<file path="src/include/qpt_map.vh">
// qpt_map.vh: offsets, fields and reset values of the tag engine.
// assumes inclusion by bare name.
`ifndef QPT_MAP_VH
`define QPT_MAP_VH

// per-port controls
`define QPT_A_CTL0 8'h10
`define QPT_A_CTL2 8'h12
`define QPT_A_CTL3 8'h13
`define QPT_A_CTL4 8'h14
`define QPT_A_CTL8 8'h18
`define QPT_A_CTL9 8'h19
`define QPT_A_CTL10 8'h1a
`define QPT_A_CTL13 8'h1d
`define QPT_A_STAT 8'h1e
`define QPT_A_SCHED 8'h1f
// global maps
`define QPT_A_MAP_LO 8'h80
`define QPT_A_MAP_HI 8'h81
`define QPT_A_MAP2Q 8'h82
`define QPT_A_TOS_FIRST 8'h90
`define QPT_A_TOS_LAST 8'h9f

// control 0 fields
`define QPT_B_SPLIT_LO 0
`define QPT_B_TAG_DEL 1
`define QPT_B_TAG_INS 2
`define QPT_B_PPRIO_LO 3
`define QPT_B_DOT1P_EN 5
`define QPT_B_DSCP_EN 6
// other fields
`define QPT_B_SPLIT_HI 1
`define QPT_B_CEIL_EN 7
`define QPT_B_WFQ_EN 0

// reset values
`define QPT_R_ZERO 8'h00
`define QPT_R_W0 8'h08
`define QPT_R_W1 8'h04
`define QPT_R_W2 8'h02
`define QPT_R_W3 8'h01
`define QPT_R_MAP_LO 8'h50
`define QPT_R_MAP_HI 8'hfa
`define QPT_R_MAP2Q 8'h80

// frame layout
`define QPT_TAG_OFFSET 5'h0c
`define QPT_TAG_END 5'h10
`define QPT_VPID_HI 8'h81
`define QPT_VPID_LO 8'h00
`define QPT_CRC_INIT 32'hffffffff
`define QPT_CRC_POLY 32'hedb88320

`endif
</file>
<file path="src/design/qpt_crc.v">
// qpt_crc.v: byte-wide frame check sequence accumulator.
// assumes bytes arrive least significant bit first on the wire.
`timescale 1ns/100ps
`include "qpt_map.vh"
module qpt_crc (
    input  wire        clk_i,    // core clock
    input  wire        resetn_i, // sync reset, low active
    input  wire        ce_i,     // clock enable
    input  wire        clr_i,    // restart for next frame
    input  wire        vld_i,    // byte valid
    input  wire [7:0]  data_i,   // byte
    output wire [31:0] crc_o     // running remainder
);

    reg [31:0] crc_r;

    function [31:0] crc_byte;
        input [31:0] c;
        input [7:0]  d;
        integer      k;
        reg   [31:0] t;
        begin
            t = c ^ {24'h000000, d};
            for (k = 0; k < 8; k = k + 1) begin
                t = t[0] ? ((t >> 1) ^ `QPT_CRC_POLY) : (t >> 1);
            end
            crc_byte = t;
        end
    endfunction

    assign crc_o = crc_r;

    always @(posedge clk_i) begin
        if (!resetn_i) begin
            crc_r <= `QPT_CRC_INIT;
        end else if (ce_i) begin
            if (clr_i) begin
                crc_r <= `QPT_CRC_INIT;
            end else if (vld_i) begin
                crc_r <= crc_byte(crc_r, data_i);
            end
        end
    end

endmodule // qpt_crc

</file>
<file path="src/design/qpt_engine.v">
// qpt_engine.v: per-port priority classifier, queue scheduler and egress
// tag editor with fcs regeneration.
// assumes the fabric hands frames without fcs, one byte per beat.
//
// The placing of the registers and the plain strobed port were left to the implementer.
`timescale 1ns/100ps
`include "qpt_map.vh"
module qpt_engine #(
    parameter FIFO_D  = 8,
    parameter FIFO_AW = 3
) (
    input  wire        clk_i,        // core clock
    input  wire        resetn_i,     // sync reset, low
    input  wire        ce_i,         // clock enable
    input  wire [7:0]  addr_i,       // reg address
    input  wire [7:0]  wdata_i,      // write data
    input  wire        wr_i,         // write strobe
    input  wire        rd_i,         // read strobe
    output reg  [7:0]  rdata_o,      // read data
    input  wire        cl_valid_i,   // descriptor valid
    input  wire        cl_tagged_i,  // vlan tagged
    input  wire [2:0]  cl_pcp_i,     // tag pcp
    input  wire        cl_ip_i,      // ip frame
    input  wire [7:0]  cl_tos_i,     // tos byte
    output reg         cl_valid_o,   // result valid
    output reg  [1:0]  cl_prio_o,    // level
    output reg  [1:0]  cl_queue_o,   // queue
    output reg  [2:0]  cl_pcp_o,     // pcp out
    input  wire        sch_req_i,    // grant request
    input  wire [3:0]  sch_pend_i,   // queues pending
    output reg         sch_valid_o,  // grant valid
    output reg         sch_hit_o,    // queue granted
    output reg  [1:0]  sch_queue_o,  // granted queue
    input  wire        eg_valid_i,   // byte valid
    output wire        eg_ready_o,   // byte ready
    input  wire [7:0]  eg_data_i,    // byte
    input  wire        eg_last_i,    // last byte
    input  wire        eg_tagged_i,  // already tagged
    input  wire [2:0]  eg_src_i,     // ingress port
    input  wire [15:0] eg_src_tci_i, // ingress tag
    output reg         tx_valid_o,   // mac valid
    input  wire        tx_ready_i,   // mac ready
    output reg  [7:0]  tx_data_o,    // mac byte
    output reg         tx_last_o     // last fcs byte
);

    // ****************
    // registers
    // ****************
    localparam FW = 27;
    reg [7:0]  ctl0_r, ctl2_r, ctl3_r, ctl4_r, ctl8_r, ctl9_r, sched_r;
    reg [7:0]  wgt_r [0:3];
    reg [7:0]  map_lo_r, map_hi_r, map2q_r;
    reg [7:0]  tos_r [0:15];
    reg [7:0]  frames_r;
    integer    i, j, k;

    always @(posedge clk_i) begin
        if (!resetn_i) begin
            ctl0_r   <= `QPT_R_ZERO;
            ctl2_r   <= `QPT_R_ZERO;
            ctl3_r   <= `QPT_R_ZERO;
            ctl4_r   <= `QPT_R_ZERO;
            ctl8_r   <= `QPT_R_ZERO;
            ctl9_r   <= `QPT_R_ZERO;
            sched_r  <= `QPT_R_ZERO;
            wgt_r[0] <= `QPT_R_W0;
            wgt_r[1] <= `QPT_R_W1;
            wgt_r[2] <= `QPT_R_W2;
            wgt_r[3] <= `QPT_R_W3;
            map_lo_r <= `QPT_R_MAP_LO;
            map_hi_r <= `QPT_R_MAP_HI;
            map2q_r  <= `QPT_R_MAP2Q;
            for (i = 0; i < 16; i = i + 1) begin
                tos_r[i] <= `QPT_R_ZERO;
            end
        end else if (ce_i && wr_i) begin
            case (addr_i)
                `QPT_A_CTL0:   ctl0_r   <= wdata_i;
                `QPT_A_CTL2:   ctl2_r   <= wdata_i;
                `QPT_A_CTL3:   ctl3_r   <= wdata_i;
                `QPT_A_CTL4:   ctl4_r   <= wdata_i;
                `QPT_A_CTL8:   ctl8_r   <= wdata_i;
                `QPT_A_CTL9:   ctl9_r   <= wdata_i;
                `QPT_A_SCHED:  sched_r  <= wdata_i;
                `QPT_A_MAP_LO: map_lo_r <= wdata_i;
                `QPT_A_MAP_HI: map_hi_r <= wdata_i;
                `QPT_A_MAP2Q:  map2q_r  <= wdata_i;
                default: begin
                    // weights keep only bits 6:0
                    if (addr_i >= `QPT_A_CTL10 && addr_i <= `QPT_A_CTL13) begin
                        wgt_r[addr_i[1:0] - 2'h2] <= {1'b0, wdata_i[6:0]};
                    end
                    if (addr_i >= `QPT_A_TOS_FIRST && addr_i <= `QPT_A_TOS_LAST) begin
                        tos_r[addr_i[3:0]] <= wdata_i;
                    end
                end
            endcase
        end
    end

    always @(posedge clk_i) begin
        if (!resetn_i) begin
            rdata_o <= `QPT_R_ZERO;
        end else if (ce_i) begin
            rdata_o <= `QPT_R_ZERO;
            if (rd_i) begin
                case (addr_i)
                    `QPT_A_CTL0:   rdata_o <= ctl0_r;
                    `QPT_A_CTL2:   rdata_o <= ctl2_r;
                    `QPT_A_CTL3:   rdata_o <= ctl3_r;
                    `QPT_A_CTL4:   rdata_o <= ctl4_r;
                    `QPT_A_CTL8:   rdata_o <= ctl8_r;
                    `QPT_A_CTL9:   rdata_o <= ctl9_r;
                    `QPT_A_STAT:   rdata_o <= frames_r;
                    `QPT_A_SCHED:  rdata_o <= sched_r;
                    `QPT_A_MAP_LO: rdata_o <= map_lo_r;
                    `QPT_A_MAP_HI: rdata_o <= map_hi_r;
                    `QPT_A_MAP2Q:  rdata_o <= map2q_r;
                    default: begin
                        if (addr_i >= `QPT_A_CTL10 && addr_i <= `QPT_A_CTL13) begin
                            rdata_o <= wgt_r[addr_i[1:0] - 2'h2];
                        end
                        if (addr_i >= `QPT_A_TOS_FIRST && addr_i <= `QPT_A_TOS_LAST) begin
                            rdata_o <= tos_r[addr_i[3:0]];
                        end
                    end
                endcase
            end
        end
    end

    // ****************
    // ingress classification
    // ****************
    // mode 3 is taken as single queue
    wire [1:0] qmode = {ctl9_r[`QPT_B_SPLIT_HI], ctl0_r[`QPT_B_SPLIT_LO]};

    function [1:0] max2;
        input [1:0] a;
        input [1:0] b;
        begin
            max2 = (a > b) ? a : b;
        end
    endfunction

    reg [2:0]  pcp_eff;
    reg [1:0]  lvl;
    reg [1:0]  q_sel;
    reg [15:0] map16;
    reg [7:0]  tos_b;

    always @* begin
        pcp_eff = cl_pcp_i;
        if (ctl2_r[`QPT_B_CEIL_EN] && cl_tagged_i && cl_pcp_i > ctl3_r[7:5]) begin
            pcp_eff = ctl3_r[7:5];
        end
        map16 = {map_hi_r, map_lo_r};
        tos_b = tos_r[cl_tos_i[7:4]];
        lvl   = ctl0_r[`QPT_B_PPRIO_LO+1:`QPT_B_PPRIO_LO];
        if (ctl0_r[`QPT_B_DOT1P_EN] && cl_tagged_i) begin
            lvl = max2(lvl, map16[{pcp_eff, 1'b0} +: 2]);
        end
        if (ctl0_r[`QPT_B_DSCP_EN] && cl_ip_i) begin
            lvl = max2(lvl, tos_b[{cl_tos_i[3:2], 1'b0} +: 2]);
        end
        case (qmode)
            2'h1:    q_sel = (lvl >= map2q_r[7:6]) ? 2'h1 : 2'h0;
            2'h2:    q_sel = lvl;
            default: q_sel = 2'h0;
        endcase
    end

    always @(posedge clk_i) begin
        if (!resetn_i) begin
            cl_valid_o <= 1'b0;
            cl_prio_o  <= 2'h0;
            cl_queue_o <= 2'h0;
            cl_pcp_o   <= 3'h0;
        end else if (ce_i) begin
            cl_valid_o <= cl_valid_i;
            if (cl_valid_i) begin
                cl_prio_o  <= lvl;
                cl_queue_o <= q_sel;
                cl_pcp_o   <= pcp_eff;
            end
        end
    end

    // ****************
    // queue scheduler
    // ****************
    reg [6:0] cr_r [0:3];
    reg [3:0] pend;
    reg [3:0] elig;
    reg       reload;

    function [1:0] top_q; // highest set bit wins
        input [3:0] m;
        begin
            top_q = m[3] ? 2'h3 : m[2] ? 2'h2 : m[1] ? 2'h1 : 2'h0;
        end
    endfunction

    always @* begin
        case (qmode)
            2'h1:    pend = sch_pend_i & 4'h3;
            2'h2:    pend = sch_pend_i;
            default: pend = sch_pend_i & 4'h1;
        endcase
        for (j = 0; j < 4; j = j + 1) begin
            elig[j] = pend[j] & (cr_r[j] != 7'h00);
        end
        reload = sched_r[`QPT_B_WFQ_EN] && (qmode == 2'h2) && (pend != 4'h0) && (elig == 4'h0);
        if (reload) begin
            for (j = 0; j < 4; j = j + 1) begin
                elig[j] = pend[j] & (wgt_r[j][6:0] != 7'h00);
            end
        end
        // a zero-weight queue is still served once all others are dry
        if (!sched_r[`QPT_B_WFQ_EN] || qmode != 2'h2 || elig == 4'h0) begin
            elig = pend;
        end
    end

    always @(posedge clk_i) begin
        if (!resetn_i) begin
            sch_valid_o <= 1'b0;
            sch_hit_o   <= 1'b0;
            sch_queue_o <= 2'h0;
            for (k = 0; k < 4; k = k + 1) begin
                cr_r[k] <= 7'h00;
            end
        end else if (ce_i) begin
            sch_valid_o <= sch_req_i;
            if (sch_req_i) begin
                sch_hit_o   <= (pend != 4'h0);
                sch_queue_o <= top_q(elig);
                for (k = 0; k < 4; k = k + 1) begin
                    if (reload) begin
                        cr_r[k] <= wgt_r[k][6:0];
                    end
                end
                if (pend != 4'h0) begin
                    if (reload) begin
                        cr_r[top_q(elig)] <= wgt_r[top_q(elig)][6:0] - 7'h01;
                    end else if (cr_r[top_q(elig)] != 7'h00) begin
                        cr_r[top_q(elig)] <= cr_r[top_q(elig)] - 7'h01;
                    end
                end
            end
        end
    end

    // ****************
    // egress buffer and tag editor
    // ****************
    localparam ST_BODY = 2'h0;
    localparam ST_INS  = 2'h1;
    localparam ST_FCS  = 2'h2;

    wire [FW-1:0] f_in = {eg_src_tci_i, ctl8_r[eg_src_i], eg_tagged_i, eg_last_i, eg_data_i};
    wire [FW-1:0] f_out;
    wire          f_valid;
    reg           f_pop;
    wire [31:0]   crc_q;
    reg           crc_v, crc_c;

    qpt_fifo #(
        .W  (FW),
        .D  (FIFO_D),
        .AW (FIFO_AW)
    ) u_fifo (
        .clk_i       (clk_i),
        .resetn_i    (resetn_i),
        .ce_i        (ce_i),
        .in_valid_i  (eg_valid_i),
        .in_ready_o  (eg_ready_o),
        .in_data_i   (f_in),
        .out_valid_o (f_valid),
        .out_ready_i (f_pop),
        .out_data_o  (f_out)
    );

    reg [1:0] st_r, st_nxt;
    reg [4:0] cnt_r, cnt_nxt;
    reg [1:0] idx_r, idx_nxt;
    reg       done_r, done_nxt;
    reg [7:0] od_nxt;
    reg       ov_nxt, ol_nxt;
    wire      out_free = ~tx_valid_o | tx_ready_i;
    wire      f_last = f_out[8];
    wire      f_tag  = f_out[9];
    wire      f_ins  = f_out[10];
    wire [15:0] f_tci = f_out[26:11];
    wire      do_ins = ctl0_r[`QPT_B_TAG_INS] & f_ins & ~f_tag & ~done_r;
    wire      do_del = ctl0_r[`QPT_B_TAG_DEL] & f_tag & (cnt_r >= `QPT_TAG_OFFSET)
                       & (cnt_r < `QPT_TAG_END);

    always @* begin
        st_nxt   = st_r;
        cnt_nxt  = cnt_r;
        idx_nxt  = idx_r;
        done_nxt = done_r;
        od_nxt   = tx_data_o;
        ov_nxt   = tx_valid_o & ~tx_ready_i;
        ol_nxt   = tx_last_o;
        f_pop    = 1'b0;
        crc_v    = 1'b0;
        crc_c    = 1'b0;
        if (out_free) begin
            case (st_r)
                ST_BODY: begin
                    if (f_valid && cnt_r == `QPT_TAG_OFFSET && do_ins) begin
                        st_nxt  = ST_INS;
                        od_nxt  = `QPT_VPID_HI;
                        ov_nxt  = 1'b1;
                        ol_nxt  = 1'b0;
                        crc_v   = 1'b1;
                        idx_nxt = 2'h1;
                    end else if (f_valid) begin
                        f_pop = 1'b1;
                        if (cnt_r != `QPT_TAG_END) begin
                            cnt_nxt = cnt_r + 5'h01;
                        end
                        if (!do_del) begin
                            od_nxt = f_out[7:0];
                            ov_nxt = 1'b1;
                            ol_nxt = 1'b0;
                            crc_v  = 1'b1;
                        end
                        if (f_last) begin
                            st_nxt   = ST_FCS;
                            idx_nxt  = 2'h0;
                            cnt_nxt  = 5'h00;
                            done_nxt = 1'b0;
                        end
                    end
                end
                ST_INS: begin
                    // head word stays unpopped so its tag stays visible
                    case (idx_r)
                        2'h1:    od_nxt = `QPT_VPID_LO;
                        2'h2:    od_nxt = f_tci[15:8];
                        default: od_nxt = f_tci[7:0];
                    endcase
                    ov_nxt  = 1'b1;
                    ol_nxt  = 1'b0;
                    crc_v   = 1'b1;
                    idx_nxt = idx_r + 2'h1;
                    if (idx_r == 2'h3) begin
                        st_nxt   = ST_BODY;
                        done_nxt = 1'b1;
                    end
                end
                ST_FCS: begin
                    od_nxt  = ~crc_q[{idx_r, 3'h0} +: 8];
                    ov_nxt  = 1'b1;
                    ol_nxt  = (idx_r == 2'h3);
                    idx_nxt = idx_r + 2'h1;
                    if (idx_r == 2'h3) begin
                        st_nxt = ST_BODY;
                        crc_c  = 1'b1;
                    end
                end
                default: st_nxt = ST_BODY;
            endcase
        end
    end

    qpt_crc u_crc (
        .clk_i    (clk_i),
        .resetn_i (resetn_i),
        .ce_i     (ce_i),
        .clr_i    (crc_c),
        .vld_i    (crc_v),
        .data_i   (od_nxt),
        .crc_o    (crc_q)
    );

    always @(posedge clk_i) begin
        if (!resetn_i) begin
            st_r       <= ST_BODY;
            cnt_r      <= 5'h00;
            idx_r      <= 2'h0;
            done_r     <= 1'b0;
            tx_valid_o <= 1'b0;
            tx_data_o  <= 8'h00;
            tx_last_o  <= 1'b0;
            frames_r   <= 8'h00;
        end else if (ce_i) begin
            st_r       <= st_nxt;
            cnt_r      <= cnt_nxt;
            idx_r      <= idx_nxt;
            done_r     <= done_nxt;
            tx_valid_o <= ov_nxt;
            tx_data_o  <= od_nxt;
            tx_last_o  <= ol_nxt;
            if (crc_c) begin
                frames_r <= frames_r + 8'h01;
            end
        end
    end

endmodule // qpt_engine

</file>
<file path="src/design/qpt_fifo.v">
// qpt_fifo.v: synchronous word fifo with valid/ready on both sides.
// assumes one clock; the drain side may stall freely.
`timescale 1ns/100ps
module qpt_fifo #(
    parameter W  = 27,
    parameter D  = 8,
    parameter AW = 3
) (
    input  wire         clk_i,       // core clock
    input  wire         resetn_i,    // sync reset, low active
    input  wire         ce_i,        // clock enable
    input  wire         in_valid_i,  // write side valid
    output wire         in_ready_o,  // write side ready
    input  wire [W-1:0] in_data_i,   // write word
    output wire         out_valid_o, // read side valid
    input  wire         out_ready_i, // read side ready
    output wire [W-1:0] out_data_o   // read word
);

    reg [W-1:0]  mem_r [0:D-1];
    reg [AW-1:0] wp_r;
    reg [AW-1:0] rp_r;
    reg [AW:0]   cnt_r;
    wire         push;
    wire         pop;

    assign in_ready_o  = (cnt_r != D[AW:0]);
    assign out_valid_o = (cnt_r != {(AW+1){1'b0}});
    assign out_data_o  = mem_r[rp_r];
    assign push        = ce_i & in_valid_i & in_ready_o;
    assign pop         = ce_i & out_valid_o & out_ready_i;

    always @(posedge clk_i) begin
        if (push) begin
            mem_r[wp_r] <= in_data_i;
        end
    end

    // depth need not be a power of two, so pointers wrap explicitly
    always @(posedge clk_i) begin
        if (!resetn_i) begin
            wp_r  <= {AW{1'b0}};
            rp_r  <= {AW{1'b0}};
            cnt_r <= {(AW+1){1'b0}};
        end else begin
            if (push) begin
                wp_r <= (wp_r == D[AW-1:0] - 1'b1) ? {AW{1'b0}} : wp_r + 1'b1;
            end
            if (pop) begin
                rp_r <= (rp_r == D[AW-1:0] - 1'b1) ? {AW{1'b0}} : rp_r + 1'b1;
            end
            if (push & ~pop) begin
                cnt_r <= cnt_r + 1'b1;
            end else if (pop & ~push) begin
                cnt_r <= cnt_r - 1'b1;
            end
        end
    end

endmodule // qpt_fifo

</file>
<file path="config.mk">
export PLATFORM = sky130hd
export DESIGN_NAME = qpt_engine
export DESIGN_NICKNAME = d
export VERILOG_FILES = /design/src/design/qpt_crc.v /design/src/design/qpt_engine.v /design/src/design/qpt_fifo.v
export VERILOG_INCLUDE_DIRS = /design/src /design/src/include
export SDC_FILE = /design/constraint.sdc
export NUM_CORES = 1
export LEC_CHECK = 0
export ABC_AREA = 1
export BUFFER_PORTS_ARGS = -buffer_cell sky130_fd_sc_hd__buf_2
export CAP_MARGIN = 25
export CORE_MARGIN = 4
export CORE_UTILIZATION = 25
export CTS_BUF_LIST = sky130_fd_sc_hd__clkbuf_4 sky130_fd_sc_hd__clkbuf_8 sky130_fd_sc_hd__clkbuf_16
export DETAILED_ROUTE_END_ITERATION = 16
export SETUP_SLACK_MARGIN = 0.1
export SLEW_MARGIN = 20
export SYNTH_ARGS = -nofsm -noshare
export SYNTH_HDL_FRONTEND = slang
export SYNTH_SLANG_ARGS = --single-unit
</file>
<file path="constraint.sdc">
create_clock -name clk_i -period 13.4 [get_ports clk_i]
set_clock_uncertainty 0.05 [all_clocks]
set_input_delay 2.01 -clock clk_i [delete_from_list [all_inputs] [get_ports clk_i]]
set_output_delay 2.01 -clock clk_i [all_outputs]
set_load 0.03 [all_outputs]
</file>
==> results.ini, run 1 <==
[global_routing]
grt_pass1_wl_mm = 134
antenna_found_initial = 17
globalRouteTotalUtil = 0.147
grt_overflow = 0
grt_pass1_vias = 21793
grt_max_degree = 109

[detailed_routing]
drt_iter0_drc = 2472
drc = 0
drt_pass1_iterations = 6
wire_per_inst_um = 18.9
ant_nets = 0
viasPerCell = 4.93
vias = 23272
drt_wl_total_mm = 89.4

[timing]
setup_tns_ns = 0
rsz0062_at_grt = no
worst_slack_ns = 7.10
worst_pin_slew_ns = 1.06
hold_viol = 0
max_slew_margin = 0.290
finalCritPeriodShare = 0.470
fmax_ghz = 0.159
setup_viol = 0
period_minus_slack_ns = 6.30
drv_slew = 0
holdWs_ns = 0.404

[place]
dpl.hpwl_mm = 59.3
io_buffers = 99
dp_slack_ns = 6.28
gpl.final_weighted_congestion = 0.919

[cells_and_area]
area_growth_pct = 16.1
layout.nets = 3273
layout-drive-gt1-share = 0.104
final_util = 0.293

[pwr]
p_int_mw = 4.01
clkPwrFrac = 0.281
seq_power_share = 0.316
pwr-share-comb = 0.403
power_mw = 6.70
ir_drop_mv = 0.239
power_leakage_nw = 12.3
power_switching_mw = 2.69
power.density_nw_per_um2 = 206
switching_share = 0.401

[clocking]
hold_buffers = 0
cts_resized = 0
cts.path.max_buffers = 3
cts_made_buffers = 67
clk_latency_ns = 0.62
cts_tree = built
clock_tree.root_cell = clkbuf_16
htreeDepth = 3
cts_setup_buffers = 0
cts_sinks = 573
path_clk_slew_ns = 0.06

[floorplanning]
num_rows = 122
die_area_um2 = 118000
ios = 102
die_h_um = 343
initial_core_util = 0.253
fp.dieW_um = 343
core-area_um2 = 111000

[synth]
ys_seq_area_frac = 0.552
yosysWarningCount = 0
avgSynthCellArea_um2 = 8.96
syn_nets = 3233
ys_types = 62
synth_top_cell_area_share = 0.428
syn_area_um2 = 28000
synth_ff_type = edfxtp_1
synthTopCellsByArea = edfxtp_1 (43%), dfxtp_1 (12%), nand2_1 (7.1%)
async_flop_share = 0
ys_seq_elements = 573
synth_edf_count = 400
synthCells = 3131
netlist.top_cell.by_area = edfxtp_1
synth_common_cells = nand2_1 (529), edfxtp_1 (400), nor2_1 (364), o21ai_0 (272), inv_1 (256)
synth.most_common_cell = nand2_1

[worst_setup_path]
cp_data_arrival_time_ns = 6.51
start_kind = primary input
worstPathRequired_ns = 13.62
cp_max_fo = 41
crit_path_end_kind = flop
worstSetupPathType = primary input to flop

[status]
status = completed

[min_path]
hp-class = flop to flop

[flow_run]
drv_cap = 0

## worst paths after layout
path / from / to / slack, ns / cells after the start
setup / recovery: addr_i[1] / tos_r[6][2]$_SDFFCE_PN0P_ / 7.10 / 15
hold / removal: ctl9_r[7]$_SDFFE_PN0P_ / ctl9_r[7]$_SDFFE_PN0P_ / 0.40 / 2
setup reg to reg: idx_r[0]$_SDFFE_PN0P_ / u_crc.crc_o[20]$_SDFFE_PN1P_ / 7.44 / 17
hold reg to reg: ctl9_r[7]$_SDFFE_PN0P_ / ctl9_r[7]$_SDFFE_PN0P_ / 0.40 / 2
## per-layer routing
| layer | wire (um) | track usage |
|---|---|---|
| met1 | 38800 | 0.201 |
| met2 | 39900 | 0.232 |
| met3 | 8220 | 0.0355 |
| met4 | 2400 | 0.0436 |
| met5 | 71 | 0 |
## flip-flops by register name (all words and copies together) (netlist names), 28 cells and up, named ones only
name	cells
u_fifo.mem_r	216
u_crc.crc_o	32
wgt_r	28
tos_r	128
cr_r	28
## stage by stage
step | cells | cell area, um^2
after CTS | 4708 | 32400
after detailed placement | 4586 | 30200
after floorplan | 3131 | 28000
after global placement | 4578 | 30000
after global routing | 4713 | 32500
final | 4719 | 32500
## layout make-up
| type | instances | area, um^2 |
|---|---|---|
| fillers | 11671 | 78400 |
| flip-flops and latches | 573 | 15500 |
| multi-input cells | 2121 | 10900 |
| well taps | 1488 | 1860 |
| clock buffers | 81 | 1790 |
| inverters | 271 | 1020 |
| repair buffers | 137 | 986 |
| clock inverters | 41 | 455 |
| diodes | 7 | 17.5 |
## cells in the final DEF, fill, tap and decap left out, types with 8 or more instances in the layout
| master | netlist | routed |
|---|---|---|
| nand2_1 | 529 | 529 |
| clkinv_1 | 7 | 18 |
| buf_2 | 28 | 98 |
| xnor2_1 | 8 | 8 |
| nand3_1 | 230 | 230 |
| nor2_4 | 2 | 10 |
| ha_1 | 30 | 30 |
| o211ai_1 | 39 | 39 |
| dfxtp_1 | 173 | 171 |
| nor2_1 | 364 | 356 |
| nand2_2 | 16 | 16 |
| nor3_1 | 23 | 21 |
| o21ai_1 | 15 | 16 |
| clkbuf_16 | 0 | 68 |
| nor2_2 | 16 | 16 |
| o21ai_0 | 272 | 271 |
| a221oi_1 | 19 | 19 |
| nand4_1 | 24 | 24 |
| clkbuf_4 | 0 | 12 |
| o221ai_1 | 22 | 22 |
| clkinv_2 | 0 | 15 |
| a221o_1 | 12 | 12 |
| buf_4 | 3 | 27 |
| a211oi_1 | 15 | 15 |
| a21oi_1 | 242 | 242 |
| nand2_4 | 10 | 10 |
| edfxtp_1 | 400 | 400 |
| o22ai_1 | 114 | 114 |
| inv_1 | 256 | 254 |
| xor2_1 | 44 | 44 |
## cell families (layout without fill, tap and decap cells)
group / Yosys count / after routing / share of synthesized area
and+or+nand+nor: 1243 / 1243 / 0.191
AOI/OAI and AO/OA: 792 / 792 / 0.164
other: 0 / 7 / 0
adders and majority gates: 31 / 31 / 0.0141
buffers and inverters: 437 / 530 / 0.0610
DFF: 573 / 573 / 0.552
xor gates and xnor gates: 55 / 55 / 0.0184
## power by group through the flow
stage / registers, mW / logic, mW / clock network [mW]
detailed placement: 2.15 / 2.66 / 0
CTS: 2.11 / 2.68 / 1.92
finish: 2.12 / 2.70 / 1.88
global route: 2.13 / 3.04 / 1.99
floorplan: 2.12 / 2.06 / 0
global placement: 2.15 / 2.63 / 0
## worst max-delay path, stage by stage
cell,delay (ns)
buf_2,0.15
nand2_1,0.08
buf_4,0.47
nor2_1,0.19
nand2_1,0.15
inv_1,0.26
nor4_1,0.44
nand4_1,0.18
nor2_1,0.26
nand2_1,0.11
nor2_1,0.65
inv_1,0.13
nor3_1,0.53
nand2_1,0.43
nand2_1,0.45
Power figures use the tool's default switching activity.
==> run 2, diff against run 1 <==
==> constraint.sdc (replaced) <==
create_clock -name clk_i -period 5.55 [get_ports clk_i]
set_clock_uncertainty 0.05 [all_clocks]
set_input_delay 0.8325 -clock clk_i [delete_from_list [all_inputs] [get_ports clk_i]]
set_output_delay 0.8325 -clock clk_i [all_outputs]
set_load 0.03 [all_outputs]
==> results.ini, run 2 (synthesis results as in run 1) <==
[status]
status = completed

[pwr]
power_mw = 16.4  ; +140%
ir_drop_mv = 0.625  ; +160%
switching_share = 0.400  ; -0.00115
pwr-share-comb = 0.407  ; +0.004
power_leakage_nw = 12.5  ; +1.3%
power.density_nw_per_um2 = 498  ; +140%
power_switching_mw = 6.54  ; +140%
p_int_mw = 9.82  ; +140%
seq_power_share = 0.312  ; -0.004
clkPwrFrac = 0.281  ; about the same

[timing]
drv_slew = 0  ; unchanged
max_slew_margin = 0.322  ; +0.0319
period_minus_slack_ns = 4.79
worst_pin_slew_ns = 1.02  ; -0.0442 ns
rsz0062_at_grt = no
setup_viol = 0  ; unchanged
setup_tns_ns = 0  ; unchanged
fmax_ghz = 0.209
worst_slack_ns = 0.764  ; -6.34 ns
finalCritPeriodShare = 0.862
hold_viol = 0  ; unchanged

[global_routing]
grt_overflow = 0  ; unchanged
grt_max_degree = 81  ; -26%
antenna_found_initial = 20  ; +3
grt_pass1_vias = 21975  ; +0.84%
grt_pass1_wl_mm = 135  ; +0.64%
globalRouteTotalUtil = 0.147  ; about the same

[flow_run]
drv_cap = 0  ; unchanged

[clocking]
clk_latency_ns = 0.65  ; +0.03 ns
cts_sinks = 573  ; unchanged
hold_buffers = 0  ; unchanged
cts.path.max_buffers = 3  ; unchanged
cts_tree = built
clock_tree.root_cell = clkbuf_16
cts_made_buffers = 69  ; +3.0%
htreeDepth = 3  ; unchanged
cts_resized = 0  ; unchanged
cts_setup_buffers = 0  ; unchanged
path_clk_slew_ns = 0.06  ; about the same

[floorplanning]
core-area_um2 = 111000  ; unchanged
die_area_um2 = 118000  ; unchanged
die_h_um = 343  ; unchanged
ios = 102  ; unchanged
num_rows = 122  ; unchanged
initial_core_util = 0.253  ; unchanged
fp.dieW_um = 343  ; unchanged

[cells_and_area]
final_util = 0.296  ; +0.00271
layout-drive-gt1-share = 0.112  ; +0.00837
top_register = u_fifo.mem_r
multiInputGateArea_um2 = 10900  ; unchanged
fill_cells = 11557  ; -0.98%
regArea_um2 = 15500  ; unchanged
final_common_cell = nand2_1
area_growth_pct = 17.1
final_cell_mix = nand2_1 (529), edfxtp_1 (400), nor2_1 (356)
largest_reg_flops = 216  ; unchanged
stdcell_area_um2 = 32800  ; +0.92%
layout.nets = 3300  ; +0.82%

[place]
gpl.final_weighted_congestion = 0.945  ; +2.9%
placed_area_um2 = 30400  ; +0.85%
dp_slack_ns = 0.265  ; -6.01 ns
dpl.hpwl_mm = 60.3  ; +1.7%
io_buffers = 99  ; unchanged

[detailed_routing]
wire_per_inst_um = 18.8  ; -0.93%
ant_nets = 0  ; unchanged
viasPerCell = 4.94  ; about the same
drt_iter0_drc = 2253  ; -8.9%
drt_pass1_iterations = 6  ; unchanged
drc = 0  ; unchanged
vias = 23448  ; +0.76%
drt_wl_total_mm = 89.1  ; -0.28%

[worst_setup_path]
crit_path_end_kind = flop
worstPathRequired_ns = 5.98  ; -7.64 ns
cp_max_fo = 6  ; -85%
r2r_cells = 26  ; +9
cp_data_arrival_time_ns = 5.22  ; -1.29 ns
worstSetupPathType = flop to flop
start_kind = flop

[min_path]
min_path_cells = 1  ; -1
hp-class = primary input to flop

[run 2: changes by cell type in the layout (fill, tap and decap cells not counted), sizes merged]
cell,delta
buf,+26
clkinvlp,+2
clkbuf,+9
diode,+4
bufinv,-4
clkinv,-6
[run 2: cell type report]
class / instances / share of cell area
Sequential cell: 573 / 0.471
Tap cell: 1488 / 0.0567
Inverter: 271 / 0.0311
Multi-Input combinational cell: 2121 / 0.333
Clock inverter: 33 / 0.0114
Clock buffer: 91 / 0.0594
Timing Repair Buffer: 162 / 0.0365
Antenna cell: 11 / 0.000838
[run 2: routing by layer]
| metal | part of all wire | wire length [um] | vias up | GRT usage |
|---|---|---|---|---|
| met5 | 0.00091 | 81 | - | 0 |
| met4 | 0.028 | 2490 | 12 | 0.0462 |
| met3 | 0.090 | 8010 | 175 | 0.0362 |
| met2 | 0.45 | 40200 | 928 | 0.234 |
| met1 | 0.43 | 38400 | 11205 | 0.198 |
| li1 | - | - | 11128 | - |
[run 2: critical path, stage by stage (launching register included)]
cell       delay (ns)
dfxtp_1          0.36
inv_1            0.07
ha_1             0.31
nand2_1          0.06
o21ai_0          0.15
nand4_1          0.20
o21ai_0          0.50
inv_1            0.20
o21ai_0          0.11
o21ai_0          0.09
o22ai_1          0.24
ha_1             0.29
o22ai_1          0.17
nand3_1          0.10
o21ai_0          0.29
ha_1             0.29
a2bb2oi_1        0.12
nor2_1           0.06
o21ai_0          0.16
inv_1            0.09
ha_1             0.27
inv_1            0.05
nand2_1          0.04
a21oi_1          0.12
o22ai_1          0.09
nand3_1          0.07
a21oi_1          0.06
[run 2: power groups by stage]
| stage | clock, mW | sequential, mW | combinational (mW) |
|---|---|---|---|
| 4_1_cts | 4.68 | 5.10 | 6.64 |
| 3_3_place_gp | 0 | 5.18 | 6.51 |
| 3_5_place_dp | 0 | 5.18 | 6.61 |
| 6_report | 4.60 | 5.10 | 6.66 |
| 2_1_floorplan | 0 | 5.13 | 4.98 |
| 5_1_grt | 4.86 | 5.14 | 7.45 |
[run 2: path summary, 6_finish.rpt]
check	from	endpoint	slack (ns)
worst max-delay path	ctl3_r[7]$_SDFFE_PN0P_	cl_queue_o[0]$_SDFFE_PN0P_	0.76
worst min-delay path	eg_data_i[0]	u_fifo.mem_r[2][0]$_DFFE_PP_	0.40
worst max register to register	ctl3_r[7]$_SDFFE_PN0P_	cl_queue_o[0]$_SDFFE_PN0P_	0.76
worst min register to register	ctl4_r[5]$_SDFFE_PN0P_	ctl4_r[5]$_SDFFE_PN0P_	0.41
[run 2: stage by stage]
stage | std cells | hold slack [ns]
global placement | 4600 | 0.388
finish | 4750 | 0.400
detailed placement | 4612 | 0.398
global route | 4742 | 0.383
floorplan | 3131 | 0.374
CTS | 4736 | 0.355
